[config.mk]
export PLATFORM = sky130hd
export DESIGN_NAME = rx_status
export DESIGN_NICKNAME = d
export VERILOG_FILES = /design/src/pkg/rx_status_pkg.sv /design/src/hw/rx_status.sv
export SDC_FILE = /design/constraint.sdc
export NUM_CORES = 1
export LEC_CHECK = 0
export ABC_AREA = 0
export BUFFER_PORTS_ARGS = -buffer_cell sky130_fd_sc_hd__buf_2
export CORE_MARGIN = 2
export CORE_UTILIZATION = 56
export CTS_CLUSTER_DIAMETER = 150
export DETAILED_ROUTE_END_ITERATION = 10
export MAX_ROUTING_LAYER = met4
export PLACE_DENSITY = 0.85
export SLEW_MARGIN = 20
export SYNTH_ARGS = -nofsm -noshare
export SYNTH_HDL_FRONTEND = slang
export SYNTH_SLANG_ARGS = --single-unit
[constraint.sdc]
create_clock -name hclk -period 7.15 [get_ports hclk]
set_input_delay 0.715 -clock hclk [delete_from_list [all_inputs] [get_ports hclk]]
set_output_delay 0.715 -clock hclk [all_outputs]
set_load 0.02 [all_outputs]
[src/pkg/rx_status_pkg.sv]
// Constants and types for the receive status block
// Summary of operation
// - Reserved status bits 31,14,9:8,0 read zero
// - Bit 30 flags address filter failure
// - Bits 29:16 carry frame length in bytes
// - Bit 15 is OR of bits 11,7,6,1
// - Bit 13 flags broadcast destination
// - Bit 12 flags length field mismatch
// - Bit 11 flags frame under 64 bytes
// - Runts delivered only when pass-bad is set
// - Bit 10 flags multicast destination
// - Bit 7 flags over 1518 bytes, no truncation
// - Bit 6 flags collision after the window
// - Bit 5 set when type above 1500
// - Bit 4 flags watchdog beyond 2048 bytes
// - Bit 3 flags receive error during frame
// - Bit 2 dribble rule, never with bit 6
// - Bit 1 CRC or receive error, masked
// - One halt pulse once receiver stops
// - Receive error flag never stops reception
// - Error flag on FIFO underrun or overflow
// - Status pushed after all frame data
package rx_status_pkg;
    localparam logic [3:0] ADDR_CTRL = 4'h0;
    localparam logic [3:0] ADDR_STAT = 4'h4;
    localparam logic [3:0] ADDR_SFIFO = 4'h8;
    localparam int CTRL_EN = 0;
    localparam int CTRL_FLUSH = 1;
    localparam int CTRL_PBF = 16;
    localparam int ST_HALT = 0;
    localparam int ST_ERR = 1;
    localparam int ST_CNT_LSB = 8;
    localparam int SB_FILT = 30;
    localparam int SB_LEN_LSB = 16;
    localparam int SB_ES = 15;
    localparam int SB_BC = 13;
    localparam int SB_LE = 12;
    localparam int SB_RUNT = 11;
    localparam int SB_MC = 10;
    localparam int SB_LONG = 7;
    localparam int SB_LATE = 6;
    localparam int SB_TYPE = 5;
    localparam int SB_WD = 4;
    localparam int SB_MII = 3;
    localparam int SB_DRIB = 2;
    localparam int SB_CRC = 1;
    localparam logic [31:0] RSVD_MASK = 32'h8000_4301;
    localparam logic [13:0] LEN_RUNT = 14'h0040;
    localparam logic [13:0] LEN_MAX = 14'h05EE;
    localparam logic [13:0] LEN_WD = 14'h0800;
    localparam logic [13:0] LEN_HDR = 14'h000E;
    localparam logic [13:0] LEN_OVH = 14'h0012;
    localparam logic [13:0] LEN_LT_HI = 14'h000C;
    localparam logic [13:0] LEN_LT_LO = 14'h000D;
    localparam logic [13:0] LEN_DA = 14'h0006;
    localparam logic [13:0] LEN_SAT = 14'h3FFF;
    localparam logic [15:0] TYPE_MIN = 16'h05DC;
    localparam logic [2:0] DRIB_MII = 3'h4;
    localparam logic [2:0] DRIB_10M = 3'h3;
    localparam logic [7:0] BYTE_ONES = 8'hFF;
    localparam logic [1:0] HTRANS_NONSEQ = 2'h2;
    localparam logic [2:0] HSIZE_WORD = 3'h2;
    typedef enum logic [1:0] {
        RX_IDLE = 2'h0,
        RX_RECV = 2'h1,
        RX_STAT = 2'h3,
        RX_HALT = 2'h2
    } rx_state_e;
    typedef struct packed {
        logic sof;
        logic vld;
        logic [7:0] data;
        logic eof;
        logic rx_er;
        logic col;
        logic crc_bad;
        logic filt_fail;
        logic [2:0] dribble;
        logic mode_10m;
    } rx_in_s;
    typedef struct packed {
        logic push;
        logic [7:0] data;
        logic drop;
    } data_out_s;
endpackage

[src/hw/rx_status.sv]
// Receive status builder, status FIFO and AHB-Lite register slave
//
// The address map and register access over AHB-Lite are this design's own decisions.
`timescale 1ns/1ps
module rx_status (
    input wire logic hclk,
    input wire logic hresetn,
    input wire logic hsel,
    input wire logic [31:0] haddr,
    input wire logic [1:0] htrans,
    input wire logic hwrite,
    input wire logic [2:0] hsize,
    input wire logic [31:0] hwdata,
    input wire logic hready,
    output logic [31:0] hrdata,
    output logic hreadyout,
    output logic hresp,
    input wire rx_status_pkg::rx_in_s rx_in,
    input wire logic data_underrun,
    output rx_status_pkg::data_out_s data_out,
    output logic receiver_halted_interrupt,
    output logic receive_error_flag
);
    typedef struct packed {
        rx_status_pkg::rx_state_e fsm;
        logic [13:0] len;
        logic [15:0] ltype;
        logic bcast;
        logic mcast;
        logic late;
        logic rxer;
        logic crcb;
        logic filt;
        logic wd;
        logic [2:0] drib;
        logic m10;
        logic en;
        logic pbf;
        logic err;
        logic [3:0][31:0] sf;
        logic [1:0] wp;
        logic [1:0] rp;
        logic [2:0] cnt;
        logic pend;
        logic pwr;
        logic [3:0] paddr;
        logic [31:0] rdata;
        logic [31:0] sword;
        logic dpush;
        logic [7:0] dbyte;
        logic drop;
        logic hirq;
    } st_s;

    st_s st_reg;
    st_s st_next;
    logic runt;
    logic push;
    logic pop;
    logic err_set;
    logic err_clr;
    logic [31:0] sw;

    assign hrdata = st_reg.rdata;
    assign hreadyout = !st_reg.pend;
    assign hresp = 1'b0;
    assign data_out.push = st_reg.dpush;
    assign data_out.data = st_reg.dbyte;
    assign data_out.drop = st_reg.drop;
    assign receiver_halted_interrupt = st_reg.hirq;
    assign receive_error_flag = st_reg.err;
    assign runt = sw[rx_status_pkg::SB_RUNT];

    // Status word assembled from the per-frame trackers; only complete in the status state
    always_comb begin
        logic rn;
        logic lc;
        logic w;
        logic lg;
        logic hdr;
        rn = st_reg.len < rx_status_pkg::LEN_RUNT;
        lc = st_reg.late;
        w = st_reg.wd;
        lg = st_reg.len > rx_status_pkg::LEN_MAX;
        hdr = st_reg.len >= rx_status_pkg::LEN_HDR;
        sw = '0;
        sw[rx_status_pkg::SB_FILT] = st_reg.filt;
        sw[rx_status_pkg::SB_LEN_LSB +: 14] = st_reg.len;
        sw[rx_status_pkg::SB_BC] = st_reg.bcast;
        sw[rx_status_pkg::SB_LE] = st_reg.len >= rx_status_pkg::LEN_OVH
            && st_reg.ltype <= rx_status_pkg::TYPE_MIN
            && st_reg.ltype != 16'(st_reg.len - rx_status_pkg::LEN_OVH);
        sw[rx_status_pkg::SB_RUNT] = rn;
        sw[rx_status_pkg::SB_MC] = st_reg.mcast;
        sw[rx_status_pkg::SB_LONG] = lg;
        sw[rx_status_pkg::SB_LATE] = lc;
        sw[rx_status_pkg::SB_TYPE] = hdr && st_reg.ltype > rx_status_pkg::TYPE_MIN;
        sw[rx_status_pkg::SB_WD] = w;
        sw[rx_status_pkg::SB_MII] = st_reg.rxer;
        sw[rx_status_pkg::SB_DRIB] = !lc && (st_reg.m10 ? st_reg.drib >= rx_status_pkg::DRIB_10M
            : st_reg.drib == rx_status_pkg::DRIB_MII);
        sw[rx_status_pkg::SB_CRC] = (st_reg.crcb || st_reg.rxer) && !rn && !lc && !w;
        sw[rx_status_pkg::SB_ES] = rn || lg || lc || sw[rx_status_pkg::SB_CRC];
    end

    always_comb begin
        logic acc;
        acc = hsel && hready && htrans == rx_status_pkg::HTRANS_NONSEQ && hsize == rx_status_pkg::HSIZE_WORD;
        st_next = st_reg;
        st_next.dpush = 1'b0;
        st_next.drop = 1'b0;
        st_next.hirq = 1'b0;
        push = 1'b0;
        pop = 1'b0;
        err_set = data_underrun;
        err_clr = 1'b0;

        case (st_reg.fsm)
            rx_status_pkg::RX_IDLE: begin
                if (!st_reg.en) begin
                    st_next.fsm = rx_status_pkg::RX_HALT;
                    st_next.hirq = 1'b1;
                end else if (rx_in.sof) begin
                    st_next.fsm = rx_status_pkg::RX_RECV;
                    st_next.len = '0;
                    st_next.ltype = '0;
                    st_next.bcast = 1'b1;
                    st_next.mcast = 1'b0;
                    st_next.late = 1'b0;
                    st_next.rxer = 1'b0;
                    st_next.wd = 1'b0;
                end
            end
            rx_status_pkg::RX_RECV: begin
                // Clearing the enable mid-frame lets the frame finish first
                if (rx_in.rx_er) begin
                    st_next.rxer = 1'b1;
                end
                if (rx_in.col && st_reg.len >= rx_status_pkg::LEN_RUNT) begin
                    st_next.late = 1'b1;
                end
                if (rx_in.vld) begin
                    // Long frames keep flowing: flags only, no truncation
                    st_next.dpush = 1'b1;
                    st_next.dbyte = rx_in.data;
                    if (st_reg.len != rx_status_pkg::LEN_SAT) begin
                        st_next.len = st_reg.len + 14'h0001;
                    end
                    if (st_reg.len == '0) begin
                        st_next.mcast = rx_in.data[0];
                    end
                    if (st_reg.len < rx_status_pkg::LEN_DA && rx_in.data != rx_status_pkg::BYTE_ONES) begin
                        st_next.bcast = 1'b0;
                    end
                    if (st_reg.len == rx_status_pkg::LEN_LT_HI) begin
                        st_next.ltype[15:8] = rx_in.data;
                    end
                    if (st_reg.len == rx_status_pkg::LEN_LT_LO) begin
                        st_next.ltype[7:0] = rx_in.data;
                    end
                    if (st_reg.len >= rx_status_pkg::LEN_WD) begin
                        st_next.wd = 1'b1;
                    end
                end else if (rx_in.eof) begin
                    st_next.fsm = rx_status_pkg::RX_STAT;
                    st_next.crcb = rx_in.crc_bad;
                    st_next.filt = rx_in.filt_fail;
                    st_next.drib = rx_in.dribble;
                    st_next.m10 = rx_in.mode_10m;
                    st_next.bcast = st_reg.bcast && st_reg.len >= rx_status_pkg::LEN_DA;
                end
            end
            rx_status_pkg::RX_STAT: begin
                // Last data byte was pushed a cycle earlier, so status follows it
                if (runt && !st_reg.pbf) begin
                    st_next.drop = 1'b1;
                end else if (st_reg.cnt[2]) begin
                    err_set = 1'b1;
                end else begin
                    push = 1'b1;
                end
                if (st_reg.en) begin
                    st_next.fsm = rx_status_pkg::RX_IDLE;
                end else begin
                    st_next.fsm = rx_status_pkg::RX_HALT;
                    st_next.hirq = 1'b1;
                end
            end
            rx_status_pkg::RX_HALT: begin
                if (st_reg.en) begin
                    st_next.fsm = rx_status_pkg::RX_IDLE;
                end
            end
            default: begin
                st_next.fsm = rx_status_pkg::RX_IDLE;
            end
        endcase

        // Word taken in the status state: the end-of-frame fields only land at the eof edge
        if (st_reg.fsm == rx_status_pkg::RX_STAT) begin
            st_next.sword = sw;
        end

        // Bus data phase: one wait state so read data leaves a flop
        st_next.pend = acc;
        if (acc) begin
            st_next.pwr = hwrite;
            st_next.paddr = haddr[3:0];
        end
        if (st_reg.pend) begin
            st_next.rdata = '0;
            if (st_reg.paddr == rx_status_pkg::ADDR_CTRL) begin
                if (st_reg.pwr) begin
                    st_next.en = hwdata[rx_status_pkg::CTRL_EN];
                    st_next.pbf = hwdata[rx_status_pkg::CTRL_PBF];
                    if (hwdata[rx_status_pkg::CTRL_FLUSH] && st_reg.fsm == rx_status_pkg::RX_HALT) begin
                        st_next.wp = '0;
                        st_next.rp = '0;
                        st_next.cnt = '0;
                    end
                end else begin
                    st_next.rdata[rx_status_pkg::CTRL_EN] = st_reg.en;
                    st_next.rdata[rx_status_pkg::CTRL_PBF] = st_reg.pbf;
                end
            end else if (st_reg.paddr == rx_status_pkg::ADDR_STAT) begin
                if (st_reg.pwr) begin
                    err_clr = hwdata[rx_status_pkg::ST_ERR];
                end else begin
                    st_next.rdata[rx_status_pkg::ST_HALT] = st_reg.fsm == rx_status_pkg::RX_HALT;
                    st_next.rdata[rx_status_pkg::ST_ERR] = st_reg.err;
                    st_next.rdata[rx_status_pkg::ST_CNT_LSB +: 3] = st_reg.cnt;
                end
            end else if (st_reg.paddr == rx_status_pkg::ADDR_SFIFO) begin
                if (!st_reg.pwr) begin
                    if (st_reg.cnt == '0) begin
                        err_set = 1'b1;
                    end else begin
                        pop = 1'b1;
                        st_next.rdata = st_reg.sf[st_reg.rp];
                    end
                end
            end
        end

        // Entry counted only after it is stored whole
        if (push) begin
            st_next.sf[st_reg.wp] = sw;
            st_next.wp = st_reg.wp + 2'h1;
        end
        if (pop) begin
            st_next.rp = st_reg.rp + 2'h1;
        end
        if (push && !pop) begin
            st_next.cnt = st_reg.cnt + 3'h1;
        end else if (pop && !push) begin
            st_next.cnt = st_reg.cnt - 3'h1;
        end
        // Set wins over a same-cycle clear; the receiver is never stopped by it
        st_next.err = (st_reg.err && !err_clr) || err_set;
    end

    always_ff @(posedge hclk or negedge hresetn) begin
        if (!hresetn) begin
            st_reg <= '0;
        end else begin
            st_reg <= st_next;
        end
    end
endmodule // rx_status

==> results.yml <==
outcome:
  status: "completed"
placed_design:
  pre_cts_slack_ps: 4121
  place_area_um2: 10400
  dp.final_hpwl_mm: 13.69
  io_buffers: 79
  gp_congestion: 0.8685
floorplan:
  row_count: 49
  fp.dieArea_um2: 19360
  chipHeight_um: 139.1
  start_util_pct: 56.92
  core_area_um2: 17960
  io_pins: 140
  die_x_um: 139.1
synthesis:
  synth.cell_area_um2: 10220
  ys_seq_elements: 208
  syn_inst: 900
  synthFlopType: "dfrtp_1"
  yosysWarningCount: 0
  async_flop_share_pct: 100.0
  synth_seq_area_share_pct: 50.91
  avgSynthCellArea_um2: 11.36
  synth_edf_count: 0
  synth.distinct_cells: 65
sta:
  hold_viol_final: 0
  layout_setup_ws_ps: 4060
  slew_viol_final: 0
  worst_hold_slack_ps: 253.2
  setup_tns_ps: 0
  rsz0062_at_grt: "false"
  skew_ps: 12.48
  fin_crit_sh_pct: 43.22
  min_period_ps: 3090
  relSlewSlack_pct: 30.30
  fmax_ghz: 0.3236
  tightest_slew_ps: 1041
  setup_viol: 0
clock_tree:
  post_cts_buffers: 0
  numCtsBuffers: 22
  clock_latency_ps: 510
  tritoncts: "yes"
  clk_pin_slew_worst_paths_ps: 60
  hold_buffers: 0
  cts_buffer_depth: 3
  cts-root-buf: "clkbuf_16"
  cts_resized: 0
  htreeDepth: 1
  clock-sinks: 208
global_route:
  grt_pass1_vias: 6954
  grt_max_degree: 89
  grt_usage_pct: 22.79
  grt_pass1_wl_mm: 35.11
  globalRouteOverflowTotal: 0
  antenna_found_initial: 0
setup_path:
  worstPathArrival_ps: 3470
  cp_top_family: "simple AND/OR/NAND/NOR gates"
  cp.buffers_inverters: 0
  slowest_stage: "nor3b_2"
  reg2reg_from: "st_reg[255]"
  reg2reg_slack_ps: 4060
  slowest_delay_ps: 850
  startpoint_type: "flip-flop"
  reg2reg_depth: 5
  cp_data_required_time_ps: 7530
  path_cells: "or3_1, nor4_4, nor3b_2, nand2_4, mux2_2"
  crit_type: "flip-flop to flip-flop"
  end_kind: "flip-flop"
  cp.depth: 5
  rr_endpoint: "st_reg[112]"
  path_max_fanout: 36
hold_path:
  hold_path_class: "input pin to async pin"
routing:
  routedWlPerCell_um: 18.19
  wl_met1_mm: 9.352
  wirelength_mm: 21.10
  wl_met3_mm: 1.161
  vias: 6803
  topRoutingLayerUsed: "met4"
  vias_per_cell: 5.865
  drtIter0Drc: 417
  drc: 0
  final_antenna_net_count: 0
  wl_met2_mm: 9.938
  dr.pass1.iters: 5
final_layout:
  syn_to_final_growth_pct: 8.603
  finalNetCount: 1029
  largest_reg_flops: 166
  nFillCells: 1382
  final_cell_area_um2: 11100
  drive_above_1_share_pct: 27.71
  diodes: 0
power:
  p_leak_nw: 5.286
  total_power_mw: 3.476
  power_density_nw_per_um2: 313.0
  irDropWorstVdd_uv: 207.5
run:
  maxCapViolations: 0
-- logic make-up after synthesis --
group | count (synthesis) | synth area share (%)
simple gates | 233 | 11.34
flops | 208 | 50.91
compound gates | 144 | 8.591
buf+inv | 138 | 7.207
mux | 126 | 16.80
xor+xnor | 31 | 2.790
fa+ha+maj | 19 | 2.325
other cells | 1 | 0.03668
-- synthesized netlist by cell type (3+ instances only) --
library cell,n,share of area [%]
dfrtp_1,208,51
mux2_2,95,10
o21ai_0,90,4.4
nand2_1,88,3.2
buf_4,51,3.7
inv_1,43,1.6
nand3_1,43,2.1
nor2_1,33,1.2
mux4_2,27,5.9
clkbuf_1,23,0.84
ha_1,19,2.3
a21oi_1,17,0.83
buf_2,16,0.78
xnor2_1,15,1.3
xor2_1,15,1.3
nand4_1,10,0.61
nor3_1,9,0.44
and2_1,6,0.37
and3_1,6,0.37
nand2b_1,5,0.31
nor4_1,5,0.31
o211ai_1,5,0.37
mux2i_1,4,0.39
nand2_4,4,0.44
o31ai_1,4,0.29
or3_1,4,0.24
a31oi_1,3,0.18
buf_1,3,0.11
nor2b_1,3,0.18
nor4b_1,3,0.26
o2111ai_1,3,0.26
-- power by group --
group,leakage (nW),switching (mW),internal (mW)
logic,2.14,0.488,0.356
clock network,0.343,0.456,0.641
registers,2.80,0.192,1.34
-- worst max-delay path by stage --
stage / from / end / slack (ps)
floorplan: st_reg[248] / st_reg[164] / 4770
global placement: st_reg[255] / st_reg[144] / 4200
detailed placement: st_reg[255] / st_reg[147] / 4120
CTS: st_reg[255] / st_reg[144] / 4090
global route: st_reg[255] / st_reg[176] / 3900
finish: st_reg[255] / st_reg[112] / 4060
-- cells in the final DEF (no fill, tap or decap), drive strengths merged, types with 3 or more instances in the layout --
master     n
a31oi      3
or3        4
mux2      95
dfrtp    208
clkinv     4
nor2      33
o2111ai    3
xnor2     15
nand2     92
and3       6
nand4     10
a21oi     17
nor3       9
nor4b      3
xor2      15
nand2b     5
or2        3
o211ai     5
nor2b      3
buf       83
clkbuf    36
mux2i      4
mux4      27
and2       6
nor4       6
ha        19
conb       3
inv       43
o21ai     90
nand3     43
o31ai      5
-- routing by layer --
layer  vias to the layer above  GRT usage [%]
met5                         -              -
met4                         0          7.124
met3                        56          3.108
met2                       231          36.04
met1                      3375          31.08
li1                       3141              -
-- cell type report --
type	instances	area, um2	share of cell area, %
well taps	229	286.5	2.580
inverters	44	165.2	1.487
multi-input cells	556	4298	38.70
clock inverters	4	33.78	0.3042
repair buffers	84	441.7	3.977
clock buffers	35	669.4	6.028
flip-flops and latches	208	5210	46.92
-- through the flow --
| stage | util, % | cells |
|---|---|---|
| final | 61.82 | 1160 |
| after CTS | 61.79 | 1160 |
| after global placement | 57.87 | 1121 |
| after detailed placement | 57.87 | 1121 |
| after floorplan | - | 902 |
| after global routing | 61.82 | 1160 |
Note: power is estimated with default switching activity, not from simulation.
